$ cat config.mk
export PLATFORM = sky130hd
export DESIGN_NAME = led_fault_diagnostics
export DESIGN_NICKNAME = d
export VERILOG_FILES = /design/src/rtl/led_diag_pkg.sv /design/src/rtl/level_sync.sv /design/src/rtl/channel_monitor.sv /design/src/rtl/led_fault_diagnostics.sv
export SDC_FILE = /design/constraint.sdc
export NUM_CORES = 1
export LEC_CHECK = 0
export ABC_AREA = 1
export BUFFER_PORTS_ARGS = -buffer_cell sky130_fd_sc_hd__buf_2
export CORE_MARGIN = 4
export CORE_UTILIZATION = 62
export DETAILED_ROUTE_END_ITERATION = 8
export HOLD_SLACK_MARGIN = 0.1
export PLACE_DENSITY = 0.91
export SYNTH_ARGS = -nofsm -noshare
export SYNTH_HDL_FRONTEND = slang
export SYNTH_SLANG_ARGS = --single-unit
$ cat constraint.sdc
create_clock -name clk -period 5.1 [get_ports clk]
set_input_delay 0.51 -clock clk [delete_from_list [all_inputs] [get_ports clk]]
set_output_delay 0.51 -clock clk [all_outputs]
set_load 0.02 [all_outputs]
$ cat src/rtl/led_diag_pkg.sv
/*
 * Constants shared by the LED fault diagnostics block: timing, register map,
 * field positions and reset values.
 * Assumes a 25 MHz system clock and an APB register bus with 32-bit data.
 */
package led_diag_pkg;

    localparam int unsigned CLK_HZ            = 25_000_000;
    localparam int unsigned FAULT_PULSE_NS    = 50_000;
    localparam int unsigned FAULT_PULSE_CYC   = (FAULT_PULSE_NS * (CLK_HZ / 1_000_000)) / 1000;
    localparam int unsigned WDOG_UNIT_CYC     = 25_000;
    localparam int unsigned SYNC_STAGES       = 3;

    localparam logic [7:0] REG_CTRL_OFS       = 8'h00;
    localparam logic [7:0] REG_STATUS_OFS     = 8'h04;
    localparam logic [7:0] REG_OPEN_OFS       = 8'h08;
    localparam logic [7:0] REG_SHORT_OFS      = 8'h0C;
    localparam logic [7:0] REG_ONDEMAND_OFS   = 8'h10;
    localparam logic [7:0] REG_TIMING_OFS     = 8'h14;
    localparam logic [7:0] REG_MASK_OFS       = 8'h18;

    localparam int unsigned CTRL_CLEAR_BIT    = 0;
    localparam int unsigned CTRL_INVSTART_BIT = 1;
    localparam int unsigned CTRL_WDOG_LSB     = 4;
    localparam int unsigned CTRL_ENABLE_LSB   = 16;

    localparam int unsigned ST_PRETHERM_BIT   = 0;
    localparam int unsigned ST_TSD_BIT        = 1;
    localparam int unsigned ST_OUTFLAG_BIT    = 2;
    localparam int unsigned ST_ERRFLAG_BIT    = 3;
    localparam int unsigned ST_READY_BIT      = 4;
    localparam int unsigned ST_FAILSAFE_BIT   = 5;
    localparam int unsigned ST_FSSTATE_BIT    = 6;
    localparam int unsigned ST_TSDACT_BIT     = 7;

    localparam int unsigned TIM_DELAY_LSB     = 0;
    localparam int unsigned TIM_OPENDEG_LSB   = 8;
    localparam int unsigned TIM_SHORTDEG_LSB  = 16;
    localparam int unsigned TIM_PULSEW_LSB    = 24;

    localparam logic [3:0] WDOG_NV_DEFAULT    = 4'hF;
    localparam logic [7:0] PULSE_DELAY_RST    = 8'h10;
    localparam logic [7:0] OPEN_DEG_RST       = 8'h08;
    localparam logic [7:0] SHORT_DEG_RST      = 8'h08;
    localparam logic [7:0] PULSE_WIDTH_RST    = 8'h40;

endpackage

$ cat src/rtl/level_sync.sv
/*
 * Three-stage synchroniser for one asynchronous level.
 * Assumes the input is quasi-static; the output changes once stages two
 * and three agree.
 */
`timescale 1ns/1ps
module level_sync (
    input  wire logic clk,     // System clock.
    input  wire logic reset_n, // Asynchronous reset, active low.
    input  wire logic din,     // Asynchronous level.
    output logic      dout     // Filtered synchronous level.
);
    logic s1Q;
    logic s2Q;
    logic s3Q;

    always_ff @(posedge clk or negedge reset_n) begin
        if (!reset_n) begin
            s1Q  <= 1'b0;
            s2Q  <= 1'b0;
            s3Q  <= 1'b0;
            dout <= 1'b0;
        end else begin
            s1Q <= din;
            s2Q <= s1Q;
            s3Q <= s2Q;
            if (s2Q == s3Q) begin
                dout <= s3Q;
            end
        end
    end
endmodule

$ cat src/rtl/channel_monitor.sv
/*
 * Per-channel open and short deglitch counters for one LED output.
 * Assumes synchronised comparator levels and an on-phase indication;
 * counts restart whenever the on-phase ends or the condition goes away.
 */
`timescale 1ns/1ps
module channel_monitor (
    input  wire logic       clk,        // System clock.
    input  wire logic       reset_n,    // Asynchronous reset, active low.
    input  wire logic       onPhase,    // Channel drive is on.
    input  wire logic       lowHead,    // Headroom below open threshold.
    input  wire logic       lowOut,     // Output below short threshold.
    input  wire logic       supplyOk,   // Supply above low-supply threshold.
    input  wire logic [8:0] openLimit,  // Delay plus open deglitch.
    input  wire logic [8:0] shortLimit, // Delay plus short deglitch.
    output logic            openHit,    // Open qualified this cycle.
    output logic            shortHit    // Short qualified this cycle.
);
    logic [8:0] openCntQ;
    logic [8:0] shortCntQ;

    wire openRun  = onPhase && lowHead && supplyOk;
    wire shortRun = onPhase && lowOut;

    always_ff @(posedge clk or negedge reset_n) begin
        if (!reset_n) begin
            openCntQ  <= 9'h000;
            shortCntQ <= 9'h000;
        end else begin
            openCntQ  <= !openRun ? 9'h000 : (openCntQ > openLimit) ? openCntQ : openCntQ + 9'h001;
            shortCntQ <= !shortRun ? 9'h000 : (shortCntQ > shortLimit) ? shortCntQ : shortCntQ + 9'h001;
        end
    end

    assign openHit  = openRun && (openCntQ == openLimit);
    assign shortHit = shortRun && (shortCntQ == shortLimit);
endmodule

$ cat src/rtl/led_fault_diagnostics.sv
/*
 * LED driver fault monitoring and diagnostic sequencing with APB registers.
 * Assumes asynchronous comparator levels from the analog front end and a
 * transaction-good pulse from the serial interface on the same clock.
 */
// Design decisions made here: the placing of the registers and the APB slave port.
// Behaviour
// - Pre-thermal: pulse fault pin, set flag
// - Shutdown: drivers off, pin held, flags set
// - Cooled: outputs resume, flag stays latched
// - Extreme heat restarts from power-on defaults; there is no extreme-heat input, only reset_n restores the defaults
// - Watchdog restarts only on good addressed transaction
// - Overflow enters fail-safe state chosen by input
// - Timeout zero disables, all ones immediate
// - Open check only during long enough on-phase
// - Qualified open pulses pin, sets flags
// - Low supply suppresses open detection entirely
// - Low output sets short and error flags
// - Short needs delay plus deglitch, pulses pin
// - Short flags latched until host clears
// - Invisible start bit self-clears next cycle
// - Ready clears at start, sets at end
// - Faulty channel sets on-demand result flag
// - Diagnostic drives on-demand current, pulse width
// - Diagnostic end reports opens and shorts
// - Fault-clear clears flags and self-clears
// - Masks block reporting, detection keeps running
`timescale 1ns/1ps
module led_fault_diagnostics #(
    parameter int unsigned CHANNELS      = 12,
    parameter int unsigned WDOG_UNIT_CYC = led_diag_pkg::WDOG_UNIT_CYC
) (
    input  wire logic                clk,           // System clock, 25 MHz.
    input  wire logic                reset_n,       // Power-on reset, active low.
    input  wire logic                psel,          // APB select.
    input  wire logic                penable,       // APB enable.
    input  wire logic                pwrite,        // APB write.
    input  wire logic [7:0]          paddr,         // APB byte address.
    input  wire logic [31:0]         pwdata,        // APB write data.
    output logic                     pready,        // APB ready.
    output logic [31:0]              prdata,        // APB read data.
    output logic                     pslverr,       // APB error.
    input  wire logic                preThermIn,    // Above pre-thermal level.
    input  wire logic                thermShutIn,   // Above shutdown level.
    input  wire logic                supplyOkIn,    // Supply above low threshold.
    input  wire logic                failsafe_select_in, // Fail-safe choice.
    input  wire logic [CHANNELS-1:0] pwmOnIn,       // Channel PWM on-phase.
    input  wire logic [CHANNELS-1:0] lowHeadIn,     // Headroom below open level.
    input  wire logic [CHANNELS-1:0] lowOutIn,      // Output below short level.
    input  wire logic                txnGood,       // Good addressed transaction.
    output logic [CHANNELS-1:0]      driveEn,       // Output driver enables.
    output logic [CHANNELS-1:0]      diagCurrentSel,// Use on-demand current.
    output logic                     failsafeActive,// Fail-safe entered.
    output logic                     failsafeState, // Selected fail-safe state.
    output logic                     faultPinOut,   // Fault pin drive value.
    output logic                     faultPinOe     // Fault pin pulldown active.
);
    typedef enum {DIAG_IDLE, DIAG_PULSE, DIAG_DONE} diag_state_e;

    logic                preThermS;
    logic                thermShutS;
    logic                supplyOkS;
    logic [CHANNELS-1:0] pwmOnS;
    logic [CHANNELS-1:0] lowHeadS;
    logic [CHANNELS-1:0] lowOutS;
    logic [CHANNELS-1:0] openHit;
    logic [CHANNELS-1:0] shortHit;
    logic [CHANNELS-1:0] onPhase;

    logic [CHANNELS-1:0] channel_enable_bit_q;
    logic [3:0]          watchdog_timeout_cfg_q;
    logic [7:0]          delayQ;
    logic [7:0]          openDegQ;
    logic [7:0]          shortDegQ;
    logic [7:0]          diag_pulse_width_cfg_q;
    logic [2:0]          maskQ;
    logic                invisible_diag_start_q;
    logic                fault_clear_bit_q;

    logic                prethermal_flag_q;
    logic                thermal_shutdown_flag_q;
    logic                outFlagQ;
    logic                errFlagQ;
    logic                ondemand_ready_flag_q;
    logic [CHANNELS-1:0] channel_open_flag_q;
    logic [CHANNELS-1:0] channel_short_flag_q;
    logic [CHANNELS-1:0] ondemand_channel_flag_q;

    logic                preThermDlyQ;
    logic                tsdActiveQ;
    logic [15:0]         pulseCntQ;
    logic [19:0]         wdPrescQ;
    logic [3:0]          wdCntQ;
    diag_state_e         diagStateQ;
    logic [7:0]          diagCntQ;
    logic [CHANNELS-1:0] diagOpenQ;
    logic [CHANNELS-1:0] diagShortQ;

    level_sync syncPreTherm (.clk(clk), .reset_n(reset_n), .din(preThermIn), .dout(preThermS));
    level_sync syncTherm (.clk(clk), .reset_n(reset_n), .din(thermShutIn), .dout(thermShutS));
    level_sync syncSupply (.clk(clk), .reset_n(reset_n), .din(supplyOkIn), .dout(supplyOkS));

    genvar g;
    generate
        for (g = 0; g < CHANNELS; g++) begin : gen_ch
            level_sync syncPwm (.clk(clk), .reset_n(reset_n), .din(pwmOnIn[g]),
                .dout(pwmOnS[g]));
            level_sync syncHead (.clk(clk), .reset_n(reset_n), .din(lowHeadIn[g]),
                .dout(lowHeadS[g]));
            level_sync syncOut (.clk(clk), .reset_n(reset_n), .din(lowOutIn[g]),
                .dout(lowOutS[g]));
            channel_monitor mon (
                .clk       (clk),
                .reset_n   (reset_n),
                .onPhase   (onPhase[g]),
                .lowHead   (lowHeadS[g]),
                .lowOut    (lowOutS[g]),
                .supplyOk  (supplyOkS),
                .openLimit ({1'b0, delayQ} + {1'b0, openDegQ}),
                .shortLimit({1'b0, delayQ} + {1'b0, shortDegQ}),
                .openHit   (openHit[g]),
                .shortHit  (shortHit[g])
            );
        end
    endgenerate

    // APB decode; the slave answers in the access cycle with no wait states.
    wire apbAccess = psel && penable;
    wire apbWrite  = apbAccess && pwrite;
    wire apbRead   = apbAccess && !pwrite;
    wire hitCtrl   = paddr == led_diag_pkg::REG_CTRL_OFS;
    wire hitStatus = paddr == led_diag_pkg::REG_STATUS_OFS;
    wire hitOpen   = paddr == led_diag_pkg::REG_OPEN_OFS;
    wire hitShort  = paddr == led_diag_pkg::REG_SHORT_OFS;
    wire hitOnDem  = paddr == led_diag_pkg::REG_ONDEMAND_OFS;
    wire hitTiming = paddr == led_diag_pkg::REG_TIMING_OFS;
    wire hitMask   = paddr == led_diag_pkg::REG_MASK_OFS;
    wire hitAny    = hitCtrl | hitStatus | hitOpen | hitShort | hitOnDem | hitTiming | hitMask;
    wire wrCtrl    = apbWrite && hitCtrl;

    wire startReq  = wrCtrl && pwdata[led_diag_pkg::CTRL_INVSTART_BIT];
    wire clearReq  = fault_clear_bit_q;
    wire diagBusy  = diagStateQ == DIAG_PULSE;
    wire diagEnd   = diagBusy && (diagCntQ == diag_pulse_width_cfg_q);

    assign onPhase = diagBusy ? {CHANNELS{1'b1}} : (pwmOnS & channel_enable_bit_q);

    // Masks gate only reporting, counters above keep running.
    wire maskOpen  = maskQ[0];
    wire maskShort = maskQ[1];
    wire maskTsd   = maskQ[2];
    wire [CHANNELS-1:0] normOpen  = diagBusy ? '0 : openHit;
    wire [CHANNELS-1:0] normShort = diagBusy ? '0 : shortHit;
    wire [CHANNELS-1:0] diagOpenFound  = diagOpenQ | openHit;
    wire [CHANNELS-1:0] diagShortFound = diagShortQ | shortHit;
    wire [CHANNELS-1:0] newOpen  = maskOpen ? '0 :
        (normOpen | (diagEnd ? diagOpenFound : '0));
    wire [CHANNELS-1:0] newShort = maskShort ? '0 :
        (normShort | (diagEnd ? diagShortFound : '0));
    wire preThermRise = preThermS && !preThermDlyQ;
    wire outEvent     = |(newOpen | newShort);
    wire tsdReport    = tsdActiveQ && !maskTsd;
    wire pulseReq     = preThermRise || outEvent;

    wire wdEnabled = watchdog_timeout_cfg_q != 4'h0;
    wire wdTick    = wdPrescQ == 20'(WDOG_UNIT_CYC - 1);
    wire wdExpire  = wdEnabled && (watchdog_timeout_cfg_q == 4'hF || (wdTick && wdCntQ ==
        watchdog_timeout_cfg_q - 4'h1));

    wire [31:0] ctrlRd   = {{(16-CHANNELS){1'b0}}, channel_enable_bit_q, 8'h00,
        watchdog_timeout_cfg_q, 2'b00, invisible_diag_start_q, fault_clear_bit_q};
    wire [31:0] statusRd = {24'h000000, tsdActiveQ, failsafeState, failsafeActive,
        ondemand_ready_flag_q, errFlagQ, outFlagQ, thermal_shutdown_flag_q, prethermal_flag_q};
    wire [31:0] readMux  = hitCtrl   ? ctrlRd :
                           hitStatus ? statusRd :
                           hitOpen   ? {{(32-CHANNELS){1'b0}}, channel_open_flag_q} :
                           hitShort  ? {{(32-CHANNELS){1'b0}}, channel_short_flag_q} :
                           hitOnDem  ? {{(32-CHANNELS){1'b0}}, ondemand_channel_flag_q} :
                           hitTiming ? {diag_pulse_width_cfg_q, shortDegQ, openDegQ, delayQ} :
                           hitMask   ? {29'h00000000, maskQ} : 32'h00000000;

    always_ff @(posedge clk or negedge reset_n) begin
        if (!reset_n) begin
            pready  <= 1'b0;
            prdata  <= 32'h00000000;
            pslverr <= 1'b0;
        end else begin
            pready  <= psel && !penable;
            prdata  <= (psel && !penable && !pwrite) ? readMux : prdata;
            pslverr <= psel && !penable && !hitAny;
        end
    end

    // Configuration writes; reset restores defaults, which covers power-on restart.
    always_ff @(posedge clk or negedge reset_n) begin
        if (!reset_n) begin
            channel_enable_bit_q   <= '0;
            watchdog_timeout_cfg_q <= led_diag_pkg::WDOG_NV_DEFAULT;
            delayQ                 <= led_diag_pkg::PULSE_DELAY_RST;
            openDegQ               <= led_diag_pkg::OPEN_DEG_RST;
            shortDegQ              <= led_diag_pkg::SHORT_DEG_RST;
            diag_pulse_width_cfg_q <= led_diag_pkg::PULSE_WIDTH_RST;
            maskQ                  <= 3'h0;
        end else if (apbWrite && pready) begin
            if (hitCtrl) begin
                channel_enable_bit_q   <= pwdata[led_diag_pkg::CTRL_ENABLE_LSB +: CHANNELS];
                watchdog_timeout_cfg_q <= pwdata[led_diag_pkg::CTRL_WDOG_LSB +: 4];
            end
            if (hitTiming) begin
                delayQ                 <= pwdata[led_diag_pkg::TIM_DELAY_LSB +: 8];
                openDegQ               <= pwdata[led_diag_pkg::TIM_OPENDEG_LSB +: 8];
                shortDegQ              <= pwdata[led_diag_pkg::TIM_SHORTDEG_LSB +: 8];
                diag_pulse_width_cfg_q <= pwdata[led_diag_pkg::TIM_PULSEW_LSB +: 8];
            end
            if (hitMask) begin
                maskQ <= pwdata[2:0];
            end
        end
    end

    // Command bits self-clear one cycle after being written.
    always_ff @(posedge clk or negedge reset_n) begin
        if (!reset_n) begin
            invisible_diag_start_q <= 1'b0;
            fault_clear_bit_q      <= 1'b0;
        end else begin
            invisible_diag_start_q <= wrCtrl && pready && pwdata[led_diag_pkg::CTRL_INVSTART_BIT];
            fault_clear_bit_q      <= wrCtrl && pready && pwdata[led_diag_pkg::CTRL_CLEAR_BIT];
        end
    end

    // Latched flags; a new event in the clear cycle wins over the clear.
    always_ff @(posedge clk or negedge reset_n) begin
        if (!reset_n) begin
            prethermal_flag_q       <= 1'b0;
            thermal_shutdown_flag_q <= 1'b0;
            outFlagQ                <= 1'b0;
            errFlagQ                <= 1'b0;
            channel_open_flag_q     <= '0;
            channel_short_flag_q    <= '0;
            preThermDlyQ            <= 1'b0;
            tsdActiveQ              <= 1'b0;
        end else begin
            preThermDlyQ            <= preThermS;
            tsdActiveQ              <= thermShutS;
            prethermal_flag_q       <= preThermRise || (prethermal_flag_q && !clearReq);
            thermal_shutdown_flag_q <= tsdReport || (thermal_shutdown_flag_q && !clearReq);
            channel_open_flag_q     <= newOpen | (clearReq ? '0 : channel_open_flag_q);
            channel_short_flag_q    <= newShort | (clearReq ? '0 : channel_short_flag_q);
            outFlagQ                <= outEvent || (outFlagQ && !clearReq);
            errFlagQ                <= outEvent || tsdReport || (errFlagQ && !clearReq);
        end
    end

    // Fault pin: 50 us pulse stretcher ORed with the shutdown hold.
    always_ff @(posedge clk or negedge reset_n) begin
        if (!reset_n) begin
            pulseCntQ   <= 16'h0000;
            faultPinOe  <= 1'b0;
            faultPinOut <= 1'b0;
        end else begin
            pulseCntQ   <= pulseReq ? 16'(led_diag_pkg::FAULT_PULSE_CYC) :
                (pulseCntQ != 16'h0000) ? pulseCntQ - 16'h0001 : 16'h0000;
            faultPinOe  <= pulseReq || (pulseCntQ > 16'h0001) || tsdReport;
            faultPinOut <= 1'b0;
        end
    end

    // Communication watchdog.
    always_ff @(posedge clk or negedge reset_n) begin
        if (!reset_n) begin
            wdPrescQ       <= 20'h00000;
            wdCntQ         <= 4'h0;
            failsafeActive <= 1'b0;
            failsafeState  <= 1'b0;
        end else begin
            if (txnGood || !wdEnabled) begin
                wdPrescQ <= 20'h00000;
                wdCntQ   <= 4'h0;
            end else if (wdTick) begin
                wdPrescQ <= 20'h00000;
                wdCntQ   <= (wdCntQ == 4'hF) ? wdCntQ : wdCntQ + 4'h1;
            end else begin
                wdPrescQ <= wdPrescQ + 20'h00001;
            end
            if (wdExpire && !failsafeActive) begin
                failsafeActive <= 1'b1;
                failsafeState  <= failsafe_select_in;
            end
        end
    end

    // Invisible diagnostic sequencer: one pulse on all channels, then report.
    always_ff @(posedge clk or negedge reset_n) begin
        if (!reset_n) begin
            diagStateQ              <= DIAG_IDLE;
            diagCntQ                <= 8'h00;
            diagOpenQ               <= '0;
            diagShortQ              <= '0;
            ondemand_ready_flag_q   <= 1'b1;
            ondemand_channel_flag_q <= '0;
        end else begin
            case (diagStateQ)
                DIAG_IDLE: begin
                    if (invisible_diag_start_q) begin
                        diagStateQ              <= DIAG_PULSE;
                        diagCntQ                <= 8'h00;
                        diagOpenQ               <= '0;
                        diagShortQ              <= '0;
                        ondemand_ready_flag_q   <= 1'b0;
                        ondemand_channel_flag_q <= '0;
                    end
                end
                DIAG_PULSE: begin
                    diagCntQ   <= diagCntQ + 8'h01;
                    diagOpenQ  <= diagOpenFound;
                    diagShortQ <= diagShortFound;
                    if (diagEnd) begin
                        diagStateQ              <= DIAG_DONE;
                        ondemand_channel_flag_q <= diagOpenFound | diagShortFound;
                    end
                end
                DIAG_DONE: begin
                    diagStateQ            <= DIAG_IDLE;
                    ondemand_ready_flag_q <= 1'b1;
                end
                default: diagStateQ <= DIAG_IDLE;
            endcase
        end
    end

    // Output drivers: shutdown overrides, diagnostics force on with diag current.
    always_ff @(posedge clk or negedge reset_n) begin
        if (!reset_n) begin
            driveEn        <= '0;
            diagCurrentSel <= '0;
        end else begin
            driveEn        <= thermShutS ? '0 : diagBusy ? {CHANNELS{1'b1}} :
                channel_enable_bit_q;
            diagCurrentSel <= diagBusy ? {CHANNELS{1'b1}} : '0;
        end
    end

    wire unusedStart = startReq;
endmodule

; ---- After elaboration in Yosys (flattened, before gate mapping)
; Index checks and enable logic that the tools add are counted.
[word_totals]
wordCells = 589
reg_bits = 633
output_inout_bits = 62
[classes]
order_cmp = 25
n_eq_ne = 104
bitwise = 15
add_sub_neg = 31
reduce_logical = 114
mux = 86
[op_table]
columns = cell, count
row1 = 9-bit 2-to-1 mux, 48
row2 = 32-bit 2-to-1 mux, 8
row3 = "9-bit by 1-bit adder with 9-bit output, second input constant", 24
row4 = 9-bit equality test, 24
row5 = 9-bit > comparator, 24
row6 = 12-bit 2-to-1 mux, 14
row7 = 12-bit bitwise OR, 8
row8 = 1-bit logical AND, 80
row9 = 12-bit one-hot mux with 2 select lines, 3
row10 = "32-bit by 2-bit equality test with 1-bit output, second input constant", 2
row11 = 32-bit one-hot mux with 2 select lines, 1
row12 = "2-bit inequality test, second input constant", 27
row13 = 20-bit 2-to-1 mux, 2
row14 = 1-bit equality test, 39
row15 = "32-bit by 1-bit equality test with 1-bit output, second input constant", 1
row16 = 32-bit logical NOT, 1
row17 = 16-bit 2-to-1 mux, 2
row18 = "8-bit by 5-bit equality test with 1-bit output, second input constant", 3
row19 = "20-bit by 1-bit adder with 20-bit output, second input constant", 1
row20 = "20-bit by 15-bit equality test with 1-bit output, second input constant", 1
row21 = 8-bit by 8-bit adder with 9-bit output, 2
row22 = "8-bit by 4-bit equality test with 1-bit output, second input constant", 2
row23 = "16-bit by 1-bit > comparator with 1-bit output, second input constant", 1
row24 = 8-bit one-hot mux with 2 select lines, 1
row25 = other kinds (24), 56

; ---- Depth between registers and ports, before layout
; Gate-level depths: netlist of run 1.
[logic_depth]
depth_word = 14
mapped_depth = 24
mapped_depth_nobuf = 23

; ---- Hierarchy
; Synthesis of run 1 repeated with hierarchy kept, for this count alone.
[unflattened]
hier_cells = 4696
area_unflattened_um2 = 36112.1
[modules_own_cells]
columns = module, n_inst, area_per_inst_um2, cells_each, seq_area_each_um2
row1 = channel_monitor (gen_ch[0].mon ...), 11, 1731.7, 259, 450.4
row2 = led_fault_diagnostics, 1, 10801.6, 1279, 5516.5
row3 = level_sync, 39, 116.4, 8, 100.1
row4 = channel_monitor (gen_ch[6].mon), 1, 1724.2, 256, 450.4

; ---- Least setup slack after synthesis of run 1
; No wires, ideal clock.
[synth_timing]
kind = reg-to-reg
start = register delayQ[0]
end = register pulseCntQ[11]
setup_slack_ns = 1.487
setup_time_ns = 0.117
stages_incl_launch_ff = 21
period_less_slack_ns = 3.613
required_time_ns = 4.983
arrival_time_ns = 3.496
path_buffers = 1
cell_sequence = dfrtp_1 ha_1 inv_1 fa_1 o21ai_0 a21oi_1 o21ai_0 a21o_1 a21oi_1 ha_1 nand2_1 nor2_1 nand3_1 or2_2 o21ai_0 o21ai_0 nand2_1 nor2_4 nand3_2 buf_6 nor2_2
[synth_via]
elab_chain_cells = 11
[synth_lines]
columns = item, line_no
row1 = "start, declared", led_fault_diagnostics.sv:72  ; logic [7:0] delayQ;
row2 = "start signal, assigned", led_fault_diagnostics.sv:199  ; delayQ <= led_diag_pkg::PULSE_DELAY_RST;
row3 = "start signal, assigned", led_fault_diagnostics.sv:210  ; delayQ <= pwdata[led_diag_pkg::TIM_DELAY_LSB +: 8];
row4 = "8-bit by 8-bit adder with 9-bit output, on equally long branches", "led_fault_diagnostics.sv:119, led_fault_diagnostics.sv:120"
row5 = "9-bit equality test, on equally long branches", "channel_monitor.sv:35, channel_monitor.sv:36"
row6 = "1-bit logical AND, on equally long branches", "channel_monitor.sv:35, channel_monitor.sv:36"
row7 = "12-bit bitwise OR, on equally long branches", "led_fault_diagnostics.sv:154, led_fault_diagnostics.sv:155"
row8 = "12-bit 2-to-1 mux, on equally long branches", "led_fault_diagnostics.sv:157, led_fault_diagnostics.sv:159"
row9 = "12-bit bitwise OR, on equally long branches", "led_fault_diagnostics.sv:157, led_fault_diagnostics.sv:159"
row10 = "12-bit 2-to-1 mux, on equally long branches", "led_fault_diagnostics.sv:156, led_fault_diagnostics.sv:158"
row11 = 12-bit bitwise OR (*), led_fault_diagnostics.sv:161  ; wire outEvent = |(newOpen | newShort);
row12 = 12-bit OR reduction (*), led_fault_diagnostics.sv:161
row13 = 1-bit logical OR (*), led_fault_diagnostics.sv:163  ; wire pulseReq = preThermRise || outEvent;
row14 = 16-bit 2-to-1 mux (*), led_fault_diagnostics.sv:262  ; pulseCntQ <= pulseReq ? 16'(led_diag_pkg::FAULT_PULSE_CYC) :
row15 = "end signal, assigned", led_fault_diagnostics.sv:262
row16 = "end, declared", led_fault_diagnostics.sv:91  ; logic [15:0] pulseCntQ;
; Mark *: on every way between the ends. The rest lies on a longest branch, timed or not.
; A chain may end at the register's enable or synchronous reset.

; ---- Worst setup path in the final report of run 1
[layout_timing]
start = register openDegQ[3]
end = register pulseCntQ[0]
[layout_via]
elab_chain_cells = 11
[layout_lines]
columns = item, line_no
row1 = "start, declared", led_fault_diagnostics.sv:73  ; logic [7:0] openDegQ;
row2 = "start signal, assigned", led_fault_diagnostics.sv:200  ; openDegQ <= led_diag_pkg::OPEN_DEG_RST;
row3 = "start signal, assigned", led_fault_diagnostics.sv:211  ; openDegQ <= pwdata[led_diag_pkg::TIM_OPENDEG_LSB +: 8];
row4 = 8-bit by 8-bit adder with 9-bit output (*), led_fault_diagnostics.sv:119  ; .openLimit ({1'b0, delayQ} + {1'b0, openDegQ}),
row5 = 9-bit equality test, channel_monitor.sv:35  ; assign openHit = openRun && (openCntQ == openLimit);
row6 = 1-bit logical AND, channel_monitor.sv:35
row7 = 12-bit bitwise OR, led_fault_diagnostics.sv:154  ; wire [CHANNELS-1:0] diagOpenFound = diagOpenQ | openHit;
row8 = 12-bit 2-to-1 mux, led_fault_diagnostics.sv:157  ; (normOpen | (diagEnd ? diagOpenFound : '0));
row9 = 12-bit bitwise OR (*), led_fault_diagnostics.sv:157
row10 = 12-bit 2-to-1 mux (*), led_fault_diagnostics.sv:156  ; wire [CHANNELS-1:0] newOpen = maskOpen ? '0 :
row11 = 12-bit bitwise OR (*), led_fault_diagnostics.sv:161
row12 = 12-bit OR reduction (*), led_fault_diagnostics.sv:161
row13 = 1-bit logical OR (*), led_fault_diagnostics.sv:163
row14 = 16-bit 2-to-1 mux (*), led_fault_diagnostics.sv:262
; Marked as above.

==> results of run 1 <==
what timing repair did:
item	in CTS	in global routing
endpoints found under the setup margin	0	3
hold endpoints to repair	149	0
resized for setup	0	2
hold buffers	50	0
synth_stat cells, types with 7 or more instances:
library cell and n:
a21oi_1 245, a2bb2oi_1 11, a31oi_1 8, a41oi_1 7, buf_2 7, buf_4 13, clkbuf_1 29, clkinv_1 9
dfrtp_1 583, dfstp_2 9, ha_1 264, inv_1 363, maj3_1 39, mux2_2 12, nand2_1 721, nand3_1 204
nand3b_1 11, nand4_1 81, nor2_1 323, nor2_2 10, nor3_1 82, nor3b_1 7, nor4_1 21, o2111ai_1 8
o211ai_1 7, o21a_1 7, o21ai_0 290, o22ai_1 15, o31ai_1 15, xnor2_1 23, xor2_1 65
state kept, by name (all words and copies together) (netlist names), 16 cells and up:
| register | count |
|---|---|
| wdPrescQ | 20 |
| gen_ch.mon.openCntQ | 108 |
| pulseCntQ | 16 |
| prdata | 32 |
| gen_ch.mon.shortCntQ | 108 |
cell families (layout without fill, tap and decap cells):
family / Yosys count / in the layout
muxes: 12 / 12
DFF: 592 / 592
xor gates and xnor gates: 88 / 88
adders and majority gates: 305 / 305
other: 1 / 3
AOI/OAI and AO/OA: 647 / 647
and+or+nand+nor: 1483 / 1483
buffers and inverters: 433 / 713
per-layer routing:
layer | up-vias | wire length [um] | share of wire, %
met1 | 13277 | 32300 | 36
met2 | 1824 | 41200 | 46
met4 | 2 | 6810 | 7.6
li1 | 12490 | - | -
met3 | 534 | 9400 | 10
met5 | - | 13 | 0.014
path summary, 6_finish.rpt:
| kind | from | cells past startpoint | slack (ns) | endpoint |
|---|---|---|---|---|
| min in group asynchronous | reset_n | 2 | 0.50 | wdPrescQ[19] |
| worst max-delay path | openDegQ[3] | 19 | 0.18 | pulseCntQ[0] |
| max in group asynchronous | reset_n | 3 | 3.21 | gen_ch[9].syncPwm.s2Q |
| worst min-delay path | pwdata[24] | 3 | 0.13 | diag_pulse_width_cfg_q[0] |
| worst min register to register | gen_ch[4].syncHead.s1Q | 0 | 0.35 | gen_ch[4].syncHead.s2Q |
| worst max register to register | openDegQ[3] | 19 | 0.18 | pulseCntQ[0] |
worst min-delay path, stage by stage:
cell	delay (ns)
buf_2	0.10
inv_1	0.06
o21ai_0	0.08
placed cells by master (no fill, tap or decap), drive strengths merged, types with 5 or more instances in the layout:
cell type / count
a21o: 5
a21oi: 246
a2bb2oi: 11
a31oi: 8
a41oi: 7
and3: 6
buf: 178
bufinv: 5
clkbuf: 85
clkinv: 23
dfrtp: 583
dfstp: 9
dlygate4sd3: 50
ha: 264
inv: 368
maj3: 39
mux2: 12
nand2: 727
nand3: 208
nand3b: 11
nand4: 81
nor2: 335
nor3: 82
nor3b: 7
nor4: 21
o2111ai: 8
o211ai: 7
o21a: 7
o21ai: 296
o22ai: 15
o31ai: 15
xnor2: 23
xor2: 65
cell type report:
| class | count | area, um2 | area share (%) |
|---|---|---|---|
| Sequential cell | 592 | 14800 | 42.1 |
| Multi-Input combinational cell | 2536 | 14600 | 41.4 |
| Clock buffer | 85 | 1690 | 4.81 |
| Timing Repair Buffer | 228 | 1530 | 4.35 |
| Inverter | 375 | 1410 | 4.00 |
| Tap cell | 664 | 831 | 2.36 |
| Clock inverter | 25 | 339 | 0.964 |
| Antenna cell | 2 | 5.00 | 0.0142 |
power groups by stage:
stage	clock [mW]	combinational [mW]	sequential, mW
after floorplan	0	0.235	5.00
after global placement	0	0.463	5.01
after detailed placement	0	0.484	5.01
after CTS	4.56	0.532	4.93
after global routing	4.77	0.592	4.95
final	4.55	0.537	4.94
metrics by stage:
step	hold slack, ns	setup slack, ns	instance area (um2)	power, mW
after floorplan	0.214	1.49	31100	5.24
after global placement	0.331	0.625	32600	5.47
after detailed placement	0.336	0.387	32600	5.50
after CTS	0.101	0.325	35200	10.0
after global routing	0.140	0.0227	35200	10.3
final	0.130	0.184	35200	10.0
==> summary.md, run 1 <==
| Metric | Value |
|---|---|
| CP delay by family, top | `compound AO/OA/AOI/OAI gates` |
| Total Wirelength | `89800 um` |
| Post-synth net total | `3913` |
| Clock transition at path regs | `0.07 ns` |
| Syn Inst Count | `3561` |
| DP Wirelength | `58700 um` |
| Clock root cell | `clkbuf_16` |
| Synth Area in Adders | `12.0%` |
| Post-synthesis mux area share | `0.435%` |
| Seq/Total Area, Yosys | `47.7%` |
| Fraction of layout cells with a size suffix above 1 | `8.54%` |
| RSZ-0062 raised after global routing | `no` |
| Synth Area per Inst | `8.73 um2` |
| Max-cap violations | `0` |
| Crit path buf inv count | `1` |
| Hold Vio Cnt, Final | `0` |
| Share of synthesized registers carrying an async set or reset | `100%` |
| Internal power | `7.61 mW` |
| PD cells | `285 nW/um2` |
| Die Y-Extent | `232 um` |
| Synth Area in XOR/XNOR | `2.48%` |
| Crit path cell chain | `ha_1 -> a21oi_1 -> o21ai_0 -> a21oi_1 -> o21ai_1 -> a21o_1 -> a21oi_1 -> buf_4 -> ha_1 -> nand2_1 -> nor2_1 -> nand3_1 -> or2_2 -> o21ai_0 -> o21ai_0 -> nand2_1 -> nor2_4 -> nand3_2 -> nor2_2` |
| DRC viols | `0` |
| Sink Count | `592` |
| Met3 Resource Use GR | `7.00%` |
| Final period util | `96.4%` |
| DR vias/cell | `6.24` |
| Worst slew pin tran | `1.21 ns` |
| Max stage delay on crit path | `0.73 ns` |
| Peak Freq | `203 MHz` |
| Sequential share of power | `49.2%` |
| Worst-Skew Late Latency | `0.66 ns` |
| Post-synthesis compound-gate area fraction | `11.4%` |
| Global-route wire length before repair | `144000 um` |
| Yosys warns | `0` |
| Initial cell density of the core | `63.1%` |
| Initial DRT Pass Iterations | `6` |
| Maximum vdd drop | `311 uV` |
| Final core utilization | `71.4%` |
| Setup TNS | `0 ns` |
| Simple logic cell fraction of the synthesized area | `20.5%` |
| Slowest CP cell | `a21oi_1` |
| Seq cells post-synth | `592` |
| Post-route ant nets | `0` |
| Clock buffer depth | `3` |
| Dpl cells | `4345` |
| Number of global-route vias before repair | `27653` |
| Comb pwr share | `5.4%` |
| M1 GR Usage | `42.0%` |
| Nets | `4144` |
| Core outline area | `49300 um2` |
| H-tree depth | `2` |
| Status | `finished clean` |
| Largest family of logic cells by synthesized area | `simple AND/OR/NAND/NOR gates` |
| Distinct cells, synth | `55` |
| Initial antenna violation count | `3` |
| Vias | `28127` |
| Leakage | `16.8 nW` |
| Crit. End Element | `flop` |
| Wire per inst | `19.9 um` |
| Chip Width | `232 um` |
| Synth top area share | `46.9%` |
| Setup repair bufs after CTS | `0` |
| CP max FO | `11` |
| Final min period | `4.92 ns` |
| Largest net degree at the start of global routing | `109` |
| Area leader, netlist | `dfrtp_1` |
| Post-synth EDFFs | `0` |
| Rows | `81` |
| Final Slew Violations | `0` |
| Global route overflow | `0` |
| Hold Path Class | `in2reg` |
| GRT met2 Usage | `52.6%` |
| Sw frac | `24.2%` |
| Critical Path Start Type | `flop` |
| Req. time, crit path | `5.66 ns` |
| WS Path Type | `reg2reg` |
| Tot GR Track Use | `33.2%` |
| Number of placed I/O pins | `148` |
| Die Footprint | `53800 um2` |
| Max_slew headroom | `18.9%` |
| 1st-iter DRT viols | `3129` |
| Finished Layout Cells | `4507` |
| CTS tree | `built` |
| Crit path DAT | `5.48 ns` |
| Top post-synthesis cells by area | `dfrtp_1 (47%), ha_1 (11%), nand2_1 (8.7%)` |
| Final setup fails | `0` |
| Busiest layer in global routing | `met2` |
| Post-Syn Area | `31100 um2` |
| Filler cell count in the final layout | `3254` |
| Switch Pwr | `2.42 mW` |
| Clk pwr share | `45.4%` |
| Area growth from synthesis to layout | `13.2%` |
| Total CTS buffers | `59` |
| GPL Wtd Cong | `1.01` |
| Port Buf Inserts | `146` |
| Max Clock Skew | `0.0299 ns` |
| Ys flop type | `dfrtp_1` |
(Power assumes the default switching activity.)
==> inputs of run 2 (changes only) <==
Settings changed: CORE_MARGIN 4 to 10, CORE_UTILIZATION 62 to 56, PLACE_DENSITY 0.91 to 0.88.
Clock period 5.1 ns to 4.3 ns, I/O delays scaled along.
==> run 2 against run 1 <==
  * Sequential power rose by 19%
  * Final area rose by 1.8%
  * Via count fell by 1.3%
  * Routed wire length fell by 1.2%
  * Clock skew fell by 0.0028 ns
  * Combinational power rose by 23%
  * Critical path depth rose by 3
  * Global-route usage fell by 6.7 points
  * Utilization fell by 6.3 points
  * First-iteration DRC count rose by 14%
  * Clock-buffer cell count fell by 9
  * Critical path type unchanged
  * Critical endpoint is now pulseCntQ[15]
  * Largest cell class unchanged
  * Highest routed layer unchanged
==> summary.md, run 2 (synthesized netlist as in run 1, its figures left out) <==
| Metric | Value |
|---|---|
| Largest net degree at the start of global routing | `113` |
| Crit path cell chain | `buf_4 -> ha_1 -> a21oi_1 -> nand2_1 -> a21oi_1 -> o21bai_1 -> nand2_1 -> nand2_1 -> a21oi_1 -> xor2_1 -> buf_4 -> ha_1 -> nand2_1 -> nor3b_1 -> nand2_1 -> nor2_1 -> a21oi_1 -> a21o_1 -> nand2_1 -> nor2_4 -> nand3_4 -> nor2_1` |
| Worst hold slack | `0.108 ns` |
| Critical path's most frequent cell | `nand2_1` |
| Slowest CP cell | `dfrtp_1` |
| Area growth from synthesis to layout | `15.2%` |
| Vias | `27762` |
| WS Path Type | `reg2reg` |
| CP max FO | `12` |
| Crit path buf inv count | `2` |
| Rows | `86` |
| Fraction of layout cells with a size suffix above 1 | `9.13%` |
| CP delay by family, top | `simple AND/OR/NAND/NOR gates` |
| Initial antenna violation count | `4` |
| PD cells | `343 nW/um2` |
| DP Worst Slack | `-0.172 ns` |
| Max-cap violations | `0` |
| Post-route ant nets | `0` |
| Final min period | `4.14 ns` |
| Number of placed I/O pins | `148` |
| Maximum vdd drop | `406 uV` |
| Peak Freq | `241 MHz` |
| Worst-Skew Late Latency | `0.65 ns` |
| Clock buffer depth | `3` |
| Final WS setup | `0.155 ns` |
| GPL Wtd Cong | `0.956` |
| DRC viols | `0` |
| Die Y-Extent | `256 um` |
| Final period util | `96.4%` |
| Die Footprint | `65300 um2` |
| Leading cell type in the layout, fill and taps excluded | `nand2_1` |
| Clock transition at path regs | `0.06 ns` |
| Final core utilization | `65.1%` |
| DR vias/cell | `6.00` |
| Crit. End Element | `flop` |
| Worst slew pin tran | `1.05 ns` |
| Critical Path Start Type | `flop` |
| Leakage | `17.0 nW` |
| R2R setup slack | `0.16 ns` |
| Clock root cell | `clkbuf_16` |
| Largest registers | `gen_ch.mon.openCntQ: 108 flops, gen_ch.mon.shortCntQ: 108 flops, prdata: 32 flops` |
| Core outline area | `55000 um2` |
| 1st-iter DRT viols | `3567` |
| Hold Path Class | `in2reg` |
| Hold Vio Cnt, Final | `0` |
| Most frequent cells in the layout | `nand2_1 (721), dfrtp_1 (583), inv_1 (363), nor2_1 (321), o21ai_0 (287)` |
| Wire per inst | `19.2 um` |
| Max stage delay on crit path | `0.38 ns` |
| Nets | `4182` |
| Final Slew Violations | `0` |
| Status | `finished clean` |
| Initial DRT Pass Iterations | `6` |
| Max Clock Skew | `0.0271 ns` |
| Final setup fails | `0` |
| Max_slew headroom | `29.7%` |
| DP Wirelength | `59300 um` |
| Number of global-route vias before repair | `27419` |
| Crit path DAT | `4.69 ns` |
| Initial cell density of the core | `56.5%` |
| H-tree depth | `2` |
| Total CTS buffers | `58` |
| CTS tree | `built` |
| Req. time, crit path | `4.84 ns` |
| Total Wirelength | `88600 um` |
| Tot GR Track Use | `26.5%` |
| Global-route wire length before repair | `143000 um` |
| Global route overflow | `0` |
| Setup TNS | `0 ns` |
| Chip Width | `256 um` |
| Port Buf Inserts | `146` |
| Sink Count | `592` |
==> run 2: cell types whose count changed in the layout (fill, tap and decap cells not counted), moves of 2 or more <==
cell / before / now
buf_12: 4 / 7
buf_4: 28 / 44
bufinv_16: 5 / 13
clkbuf_1: 14 / 6
clkinv_16: 2 / 0
clkinvlp_4: 4 / 1
dlygate4sd3_1: 50 / 70
inv_6: 0 / 5
nor2_1: 323 / 321
nor2_2: 10 / 12
o21ai_0: 289 / 287
o21ai_1: 7 / 9
==> run 2: metrics by stage <==
stage	area (um2)	instances	total power, mW
after floorplan	31100	3561	6.21
after global placement	32900	4444	6.50
after detailed placement	32900	4444	6.53
after CTS	35800	4619	12.3
after global routing	35800	4626	12.6
final	35800	4627	12.3
==> run 2: timing repair <==
| action | in CTS | in global routing |
|---|---|---|
| hold buffers | 69 | 1 |
| hold endpoints to repair | 169 | 1 |
| setup endpoints to repair | 11 | 44 |
| gates resized for setup | 2 | 7 |
| setup buffers | 0 | 4 |
| pin swaps | 0 | 3 |
==> run 2: final timing paths <==
kind	from	to	cells past startpoint
worst max-delay path	delayQ[2]	pulseCntQ[15]	22
worst min-delay path	pwdata[16]	shortDegQ[0]	3
worst max register to register	delayQ[2]	pulseCntQ[15]	22
worst min register to register	gen_ch[4].syncHead.s1Q	gen_ch[4].syncHead.s2Q	0
max in group asynchronous	reset_n	gen_ch[1].syncOut.s1Q	3
min in group asynchronous	reset_n	gen_ch[2].syncPwm.s1Q	2
==> run 2: final cells by class <==
type,instances,area (um2)
Fill cell,3997,19200
Sequential cell,592,14800
Multi-Input combinational cell,2536,14600
Timing Repair Buffer,267,1910
Clock buffer,76,1640
Inverter,375,1410
Tap cell,748,936
Clock inverter,30,512
Antenna cell,3,7.51
==> run 2: metal layers <==
layer  wire length, um  global-route usage (%)  part of all wire [%]
met3              8340                    5.20                   9.4
met4              5930                    16.6                   6.7
met2             40800                    42.4                    46
met5                18                       0                 0.020
met1             33600                    32.7                    38
==> run 2: power breakdown <==
group	internal (mW)	leakage [nW]	switching [mW]
Sequential	5.73	7.77	0.125
Clock	3.47	1.06	2.29
Combinational	0.244	8.21	0.417
==> run 2: worst reg2reg max path, cell delays in order (launching register included) <==
cell      delay (ns)
dfrtp_1         0.38
buf_4           0.15
ha_1            0.35
a21oi_1         0.19
nand2_1         0.11
a21oi_1         0.16
o21bai_1        0.11
nand2_1         0.08
nand2_1         0.05
a21oi_1         0.17
xor2_1          0.18
buf_4           0.26
ha_1            0.28
nand2_1         0.11
nor3b_1         0.06
nand2_1         0.11
nor2_1          0.07
a21oi_1         0.27
a21o_1          0.20
nand2_1         0.11
nor2_4          0.25
nand3_4         0.24
nor2_1          0.17
